[src/hw/srx_pkg.sv]
package srx_pkg;

	// ----------------------------------------------------------------
	// timing
	// ----------------------------------------------------------------
	localparam int unsigned CLK_HZ          = 20_000_000;
	localparam int unsigned STS1_BYTE_HZ    = 6_480_000;
	localparam int unsigned STS3C_BYTE_HZ   = 19_440_000;
	localparam int unsigned STS12C_BYTE_HZ  = 77_760_000;
	localparam int unsigned SERIAL_CLK_HZ   = 51_840_000;

	// serial clock edges per byte, and edges the derived clock stays high
	localparam int unsigned SER_DIV         = 8;
	localparam int unsigned SER_HIGH        = SER_DIV / 2;
	localparam int unsigned SER_CNT_W       = $clog2(SER_DIV);

	// ----------------------------------------------------------------
	// reset values
	// ----------------------------------------------------------------
	localparam logic [7:0]  BYTE_RST        = 8'h00;
	localparam logic [2:0]  SER_CNT_RST     = 3'h0;

	// ----------------------------------------------------------------
	// types
	// ----------------------------------------------------------------
	typedef enum logic [1:0] {
		SRX_MODE_STS1,
		SRX_MODE_STS3C,
		SRX_MODE_STS12C
	} srx_mode_t;

	// one captured line byte and the frame position it carries
	typedef struct packed {
		logic [7:0] data;
		logic       mark_a2;    // third a2 framing byte
		logic       mark_spe;   // first envelope byte after c1
	} srx_word_t;

	localparam srx_word_t WORD_RST = '{data: BYTE_RST, mark_a2: 1'b0, mark_spe: 1'b0};

endpackage

[src/hw/srx_line_capture.sv]
// How it works
// - receive processing is timed by each rising edge of the line byte clock
// - frame marker pulse, and line data outside serial mode, are sampled on the line byte clock rise
// - data bit 7 is the first serial bit received, bit 0 the last
// - sts-3c/12c with select high: marker flags the third a2 byte
// - sts-3c/12c with select low: marker flags first envelope byte after c1
// - sts-1: marker always flags first envelope byte after c1
// - in serial mode, serial data is sampled on each rising serial clock edge
// - in serial mode the derived byte clock is serial clock divided by eight
// - derived byte clock changes on serial clock rise and feeds the line byte clock

module srx_line_capture (
	// clock and reset
	input  wire logic              clk,
	input  wire logic              sys_rst,
	// configuration
	input  wire srx_pkg::srx_mode_t mode,
	input  wire logic              serial_mode,
	input  wire logic              frame_marker_select,
	// byte-serial line
	input  wire logic              line_byte_clock,
	input  wire logic [7:0]        line_data,
	input  wire logic              frame_marker_pulse,
	// bit-serial line
	input  wire logic              serial_rx_clock,
	input  wire logic              serial_rx_data,
	output logic                   derived_rx_byte_clock,
	// captured stream
	output srx_pkg::srx_word_t     out_word,
	output logic                   out_valid,
	input  wire logic              out_ready,
	// flow status
	output logic                   line_ready,
	output logic                   overrun
);

	// ----------------------------------------------------------------
	// edge detection on the line-side clocks
	// ----------------------------------------------------------------
	logic                          byte_clk_prev_r;
	logic                          ser_clk_prev_r;
	wire logic                     byte_rise;
	wire logic                     ser_rise;

	// pins are taken as synchronous, so one history flop is enough
	always_ff @(posedge clk) begin
		if (sys_rst) begin
			byte_clk_prev_r <= 1'b0;
			ser_clk_prev_r  <= 1'b0;
		end else begin
			byte_clk_prev_r <= line_byte_clock;
			ser_clk_prev_r  <= serial_rx_clock;
		end
	end

	assign byte_rise = line_byte_clock & ~byte_clk_prev_r;
	// a stopped serial clock gives no edges, so the divider simply holds
	assign ser_rise  = serial_mode & serial_rx_clock & ~ser_clk_prev_r;

	// ----------------------------------------------------------------
	// bit-serial assembly and byte clock divider
	// ----------------------------------------------------------------
	logic [srx_pkg::SER_CNT_W-1:0] ser_cnt_r;
	logic [7:0]                    ser_shift_r;
	logic [7:0]                    ser_byte_r;
	wire logic [7:0]               ser_shift_nxt;
	wire logic                     ser_last;
	wire logic                     div_high_nxt;

	assign ser_shift_nxt = {ser_shift_r[6:0], serial_rx_data};
	assign ser_last      = (ser_cnt_r == srx_pkg::SER_CNT_W'(srx_pkg::SER_DIV - 1));
	// high for the first half of the eight-bit group, low for the second
	assign div_high_nxt  = ser_last
	                     | (ser_cnt_r < srx_pkg::SER_CNT_W'(srx_pkg::SER_HIGH - 1));

	// the finished byte is held so the fed-back clock can capture it
	always_ff @(posedge clk) begin
		if (sys_rst) begin
			ser_cnt_r             <= srx_pkg::SER_CNT_RST;
			ser_shift_r           <= srx_pkg::BYTE_RST;
			ser_byte_r            <= srx_pkg::BYTE_RST;
			derived_rx_byte_clock <= 1'b0;
		end else if (ser_rise) begin
			ser_cnt_r             <= ser_cnt_r + 1'b1;
			ser_shift_r           <= ser_shift_nxt;
			derived_rx_byte_clock <= div_high_nxt;
			if (ser_last) begin
				ser_byte_r <= ser_shift_nxt;
			end
		end
	end

	// ----------------------------------------------------------------
	// byte capture and frame position decode
	// ----------------------------------------------------------------
	wire logic                     mode_sts1;
	wire logic                     mark_a2;
	wire logic                     mark_spe;
	wire srx_pkg::srx_word_t       cap_word;

	assign mode_sts1 = (mode == srx_pkg::SRX_MODE_STS1);
	// select only matters at the higher rates; sts-1 always marks the envelope
	assign mark_a2   = frame_marker_pulse & ~mode_sts1 & frame_marker_select;
	assign mark_spe  = frame_marker_pulse & (mode_sts1 | ~frame_marker_select);

	// serial mode takes the assembled byte on the fed-back byte clock
	assign cap_word.data     = serial_mode ? ser_byte_r : line_data;
	assign cap_word.mark_a2  = mark_a2;
	assign cap_word.mark_spe = mark_spe;

	// ----------------------------------------------------------------
	// two-entry buffer: head drives the outputs, skid absorbs one stall
	// ----------------------------------------------------------------
	srx_pkg::srx_word_t            skid_r;
	logic                          skid_v_r;
	srx_pkg::srx_word_t            head_nxt;
	srx_pkg::srx_word_t            skid_nxt;
	logic                          head_v_nxt;
	logic                          skid_v_nxt;
	wire logic                     push;
	wire logic                     pop;

	// the line cannot be held off, so a word arriving when full is lost
	assign push = byte_rise & ~(out_valid & skid_v_r);
	assign pop  = out_valid & out_ready;

	always_comb begin
		head_nxt   = out_word;
		head_v_nxt = out_valid;
		skid_nxt   = skid_r;
		skid_v_nxt = skid_v_r;
		if (pop && skid_v_r) begin
			head_nxt = skid_r;
			if (push) begin
				skid_nxt = cap_word;
			end else begin
				skid_v_nxt = 1'b0;
			end
		end else if (pop) begin
			head_nxt   = cap_word;
			head_v_nxt = push;
		end else if (push && !out_valid) begin
			head_nxt   = cap_word;
			head_v_nxt = 1'b1;
		end else if (push) begin
			skid_nxt   = cap_word;
			skid_v_nxt = 1'b1;
		end
	end

	// buffer state and the registered flow flags
	always_ff @(posedge clk) begin
		if (sys_rst) begin
			out_word   <= srx_pkg::WORD_RST;
			out_valid  <= 1'b0;
			skid_r     <= srx_pkg::WORD_RST;
			skid_v_r   <= 1'b0;
			line_ready <= 1'b0;
			overrun    <= 1'b0;
		end else begin
			out_word   <= head_nxt;
			out_valid  <= head_v_nxt;
			skid_r     <= skid_nxt;
			skid_v_r   <= skid_v_nxt;
			line_ready <= ~(head_v_nxt & skid_v_nxt);
			overrun    <= overrun | (byte_rise & ~push);                   // sticky until reset
		end
	end

endmodule

[config.mk]
export PLATFORM = sky130hd
export DESIGN_NAME = srx_line_capture
export DESIGN_NICKNAME = d
export VERILOG_FILES = /design/src/hw/srx_pkg.sv /design/src/hw/srx_line_capture.sv
export SDC_FILE = /design/constraint.sdc
export NUM_CORES = 1
export LEC_CHECK = 0
export BUFFER_PORTS_ARGS = -buffer_cell sky130_fd_sc_hd__buf_2
export CORE_MARGIN = 2
export CORE_UTILIZATION = 59
export DETAILED_ROUTE_END_ITERATION = 10
export PLACE_DENSITY = 0.83
export SYNTH_ARGS = -nofsm -noshare
export SYNTH_HDL_FRONTEND = slang
export SYNTH_SLANG_ARGS = --single-unit
export TNS_END_PERCENT = 100
[constraint.sdc]
create_clock -name clk -period 3.4 [get_ports clk]
set_clock_uncertainty 0.2 [all_clocks]
set_input_delay 0.34 -clock clk [delete_from_list [all_inputs] [get_ports clk]]
set_output_delay 0.34 -clock clk [all_outputs]
set_load 0.005 [all_outputs]
# [After elaboration in Yosys (flattened, before gate mapping)]
# Index checks and enable logic that the tools add are counted.
# Widths: inputs -> output; s select.
[op_classes] n_reduce_logical=7 n_eq_ne=3 n_bitwise=21 n_mux=16 div_mod_pow=0 n_addsub=1 n_lt_le_gt_ge=1 multipliers=0 shifts=0
[ops] operator="$mux 10" n=7
[ops] operator="$and 1x1->1" n=11
[ops] operator="$mux 1" n=8
[ops] operator="$mux 8" n=1
[ops] operator="$not 1->1" n=7
[ops] operator="$reduce_and 2->1" n=2
[ops] operator="$add 3x1->3 const B" n=1
[ops] operator="$eq 3x3->1 const B" n=1
[ops] operator="$lt 3x2->1 const B" n=1
[ops] operator="$or 1x1->1" n=3
[ops] operator="$reduce_bool 3->1" n=1
[ops] operator="$logic_and 1x1->1" n=2
[ops] operator="$logic_not 2->1" n=1
[ops] operator="$ne 2x1->1 const B" n=1
[ops] operator="$ne 2x2->1 const B" n=1
[ops] operator="$logic_not 1->1" n=1
[word_totals] register_bits=45 mem_bits_ro=0 elab_cells=65 output_inout_bits=14 latch_bits=0 inputBits=19 ram_bits=0 mem_count=0

# [Depth between registers and ports, before layout]
[depth] depth_word=9 mapped_depth=6 mapped_depth_nobuf=5

# [Worst setup path before layout]
# No wires, ideal clock.
[synth_timing] kind="register to register" from="register out_valid" to="register out_word[0] in the netlist's numbering" stages_incl_launch_ff=7 path_buffers=3 setup_time_ns=0.088 arrival_ns=1.218 slack_ns=1.894 period_less_slack_ns=1.506 required_time_ns=3.112 cell_sequence="dfxtp_1 > buf_6 > and2_4 > buf_6 > or2_1 > buf_6 > a311oi_2"
[synth_via] elab_chain_cells=5 word_cells_on_any_way=10 cone_classes="mux (2); bitwise (4); reduce/logical (4)"
[synth_rtl] item="start: declaration" line="srx_line_capture.sv:30" text="output logic out_valid,"
[synth_rtl] item="start signal: assignment" line="srx_line_capture.sv:162" text="out_valid <= head_v_nxt;"
[synth_rtl] item="$and 1x1->1" line="srx_line_capture.sv:124" text="assign push = byte_rise & ~(out_valid & skid_v_r);"
[synth_rtl] item="$not 1->1" line="srx_line_capture.sv:124"
[synth_rtl] item="$and 1x1->1" line="srx_line_capture.sv:124"
[synth_rtl] item="$logic_and 1x1->1" line="srx_line_capture.sv:142" text="end else if (push && !out_valid) begin"
[synth_rtl] item="$reduce_bool 3->1 (no source line)"
[synth_rtl] item="end signal: assignment" line="srx_line_capture.sv:154" text="out_word <= srx_pkg::WORD_RST;"
[synth_rtl] item="end signal: assignment" line="srx_line_capture.sv:161" text="out_word <= head_nxt;"
[synth_rtl] item="end: declaration" line="srx_line_capture.sv:29" text="output srx_pkg::srx_word_t out_word,"
# Parallel ways exist; a longest one is shown, timed or not.
# A chain may end at the register's enable or synchronous reset.

# [Worst setup path after layout]
[layout_timing] from="register skid_v_r" to="register out_word[5] in the netlist's numbering"
[layout_via] elab_chain_cells=5 word_cells_on_any_way=7 cone_classes="mux (1); bitwise (3); reduce/logical (3)"
[layout_rtl] item="start: declaration" line="srx_line_capture.sv:115" text="logic skid_v_r;"
[layout_rtl] item="start signal: assignment" line="srx_line_capture.sv:164" text="skid_v_r <= skid_v_nxt;"
[layout_rtl] item="$and 1x1->1" line="srx_line_capture.sv:124"
[layout_rtl] item="$not 1->1" line="srx_line_capture.sv:124"
[layout_rtl] item="$and 1x1->1" line="srx_line_capture.sv:124"
[layout_rtl] item="$logic_and 1x1->1" line="srx_line_capture.sv:142"
[layout_rtl] item="$reduce_bool 3->1 (no source line)"
# Parallel ways exist; a longest one is shown, timed or not.

==> results.md <==
| Stage | Metric | Reported |
| --- | --- | --- |
| placement | Placed Cells | 269 |
| setup path | Cell breakdown of the critical path | nand3_1, mux2i_1, o22ai_1 |
| clocking | Number of buffers on the longest clock path | 2 |
| timing | Total count of hold-check failures in the final report | 0 |
| logic synthesis | Average footprint of a synthesized cell | 9.19 sq um |
| logic synthesis | Most instantiated flip-flop cell in the synthesis netlist | dfxtp_1 |
| setup path | Critical Path End Type | flop |
| power and ir drop | Worst-case vdd ir drop | 0.000289 V |
| timing | Setup Total Neg Slack | 0 ns |
| clocking | # H-tree levels | 2 |
| logic synthesis | Total of warnings raised by yosys | 0 |
| route | Routed length per placed instance | 13.6 um |
| route | DR vias | 1555 |
| logic synthesis | Number of flip-flops and latches in the synthesized netlist | 45 |
| placement | Port buffer count | 32 |
| logic synthesis | Net Count, Synth | 229 |
| final layout | Antenna diodes | 0 |
| clocking | Clock latency on the worst-skew pair | 0.36 ns |
| logic synthesis | Post-synthesis sequential area ratio | 47.2% |
| placement | HPWL after DPL | 2610 um |
| setup path | Buffers and inverters on the worst path | 0 |
| logic synthesis | Number of enable flip-flop cells after synthesis | 0 |
| setup path | Arrival time at the worst endpoint | 2.04 ns |
| clocking | Post-CTS Repair Setup Buffers | 0 |
| logic synthesis | Netlist area before placement | 0.00191 sq mm |
| floorplanning | Die extent in x | 60.9 um |
| floorplanning | # IOs | 33 |
| setup path | Kind of cell with the highest combined delay on the critical path | flip-flops |
| route | First-pass DRT Iterations | 4 |
| placement | Final weighted congestion in routability-driven placement | 0.793 |
| timing | Final Cycle Share | 59.0% |
| global route | Global route total overflow | 0 |
| clocking | CTS tree | done |
| global route | Number of antenna violations at the first check in global routing | 0 |
| clocking | Resized cells post-CTS | 0 |
| floorplanning | Starting density of the core | 62.1% |
| floorplanning | Row count | 20 |
| setup path | Critical setup path kind | flop to flop |
| setup path | Worst path required time | 3.43 ns |
| setup path | Largest fanout of any net on the critical path | 17 |
| final layout | Share of layout cells above drive strength 1 | 22.3% |
| route | Post-DRT Antenna Nets | 0 |
| timing | Tightest Pin Transition | 0.685 ns |
| global route | First-pass GRT wire length | 6080 um |
| timing | Setup violations, final | 0 |
| hold path | Hold/Removal Path Class | input port to flop |
| timing | Slew Limit Fails | 0 |
| final layout | Core occupancy in the finished layout | 68.7% |
| route | Final routed DRC violation total | 0 |
| setup path | Slowest stage cell, crit path | dfxtp_1 |
| route | Number of DRC violations after detailed-routing iteration 0 | 61 |
| timing | Minimum clock period | 2.00 ns |
| global route | Total global routing track utilization | 21.9% |
| final layout | Number of nets in the finished design | 253 |
| status | Status | finished, final reports clean |
| floorplanning | Die boundary height | 60.9 um |
| final layout | Relative area change from synthesis to final layout | 10.7% |
| floorplanning | Area of the core region | 0.00308 sq mm |
| clocking | Cts bufs inserted | 5 |
| clocking | Clock sinks | 45 |
| clocking | Count of hold-fix buffers inserted at cts | 0 |
| final layout | Number of cells in the finished layout apart from fillers | 277 |
| logic synthesis | Post-synth ARST share | 0% |
| flow run | # Max-Cap Violations | 0 |
| power and ir drop | Power per cell area | 444 mW/mm^2 |
| clocking | Clock-pin slew on the worst setup and hold paths | 0.13 ns |
| floorplanning | Die footprint | 0.00371 sq mm |
| logic synthesis | Cells after synthesis | 208 |
| timing | Fmax | 499 MHz |
| clocking | Clock tree root driver cell | clkbuf_4 |
| setup path | Startpoint type of the worst setup path | flop |
| power and ir drop | Leakage | 0.955 nW |
| timing | Setup repair after global routing missed its margin | no |
| global route | Via count of the first global-routing pass | 1425 |
| setup path | CP max stage delay | 0.67 ns |
| logic synthesis | Number of distinct library cells after synthesis | 36 |
| timing | Worst slew margin relative to its limit | 54.2% |
| route | Wire length after detailed routing | 3760 um |
| route | Via-to-Cell Ratio | 5.61 |
| global route | Maximum number of pins on one net before global-route repair | 37 |
## layout make-up
class                      instances  area, sq um
clock inverter                     1         5.00
multi-input combinational        145          915
fill                             264          962
timing repair buffer              33          168
clock buffer                       7         65.1
sequential                        45          901
tap                               44         55.1
inverter                           2         7.51
## logic make-up (layout without fill, tap and decap cells)
logic type,Yosys count,after routing,synth area share (%)
AND/OR/NAND/NOR,75,75,19.5
flip-flops,45,45,47.2
multiplexers,26,26,14.1
buffers and inverters,18,43,4.98
AO/OA/AOI/OAI,41,41,12.5
XOR/XNOR,1,1,0.458
adder cells (fa/ha/maj),2,2,1.31
## through the flow
step | area [sq um] | total power, W | setup slack (ns) | hold WS (ns)
2_1_floorplan | 1910 | 0.000632 | 1.89 | 0.232
3_3_place_gp | 2050 | 0.000657 | 1.37 | 0.243
3_5_place_dp | 2050 | 0.000659 | 1.29 | 0.243
4_1_cts | 2120 | 0.000942 | 1.37 | 0.00882
5_1_grt | 2120 | 0.000978 | 1.24 | 0.00686
6_report | 2120 | 0.000940 | 1.40 | 0.0131
## cell usage after synthesis (3+ instances only)
cell	instances	area, sq um
dfxtp_1	45	901
nand2_1	26	97.6
a21oi_1	22	110
mux2i_1	18	180
nor3_1	18	90.1
nor2_1	12	45.0
clkbuf_1	9	33.8
mux2_2	8	90.1
o22ai_1	8	50.1
nand3_1	4	20.0
nor2b_1	4	25.0
o21ai_0	4	20.0
buf_2	3	15.0
buf_6	3	33.8
## per-layer routing
metal	part of all wire, %	track usage (%)
met1	48	28.2
met2	45	35.0
met3	5.1	5.33
met4	1.9	9.63
met5	0	0
## where the power goes
part / switching [W] / internal, W
Combinational: 0.0000509 / 0.0000423
Clock: 0.000172 / 0.000120
Sequential: 0.0000119 / 0.000543
## worst paths after layout
check                       from       endpoint  slack (ns)  cells past startpoint
setup reg to reg        skid_v_r    out_word[5]        1.40                      3
hold / removal    serial_rx_data  ser_byte_r[0]        0.01                      3
hold reg to reg    ser_byte_r[1]  ser_byte_r[1]        0.26                      2
setup / recovery        skid_v_r    out_word[5]        1.40                      3
## sequential cells by signal (all words and copies together) (netlist names)
| signal | cells |
|---|---|
| out_valid | 1 |
| derived_rx_byte_clock | 1 |
| overrun | 1 |
| ser_shift_r | 7 |
| skid_r | 10 |
| byte_clk_prev_r | 1 |
| line_ready | 1 |
| skid_v_r | 1 |
| ser_clk_prev_r | 1 |
| ser_cnt_r | 3 |
| ser_byte_r | 8 |
| out_word | 10 |
## tightest hold or removal path, stage by stage
cell and delay (ns):
buf_2 0.11, nand2_1 0.05, a21oi_1 0.05
## cell usage in the layout (no fill, tap or decap), drive strengths merged, types with 2 or more instances in the layout
master and count:
nand3 4, ha 2, o22ai 8, nand2 26, clkinv 2, mux2i 18, a21o 2, clkbuf 7
buf 33, o21ai 5, mux2 8, dfxtp 45, nor2 12, a21oi 22, nor2b 4, nor3 18
Power figures use the tool's default switching activity.
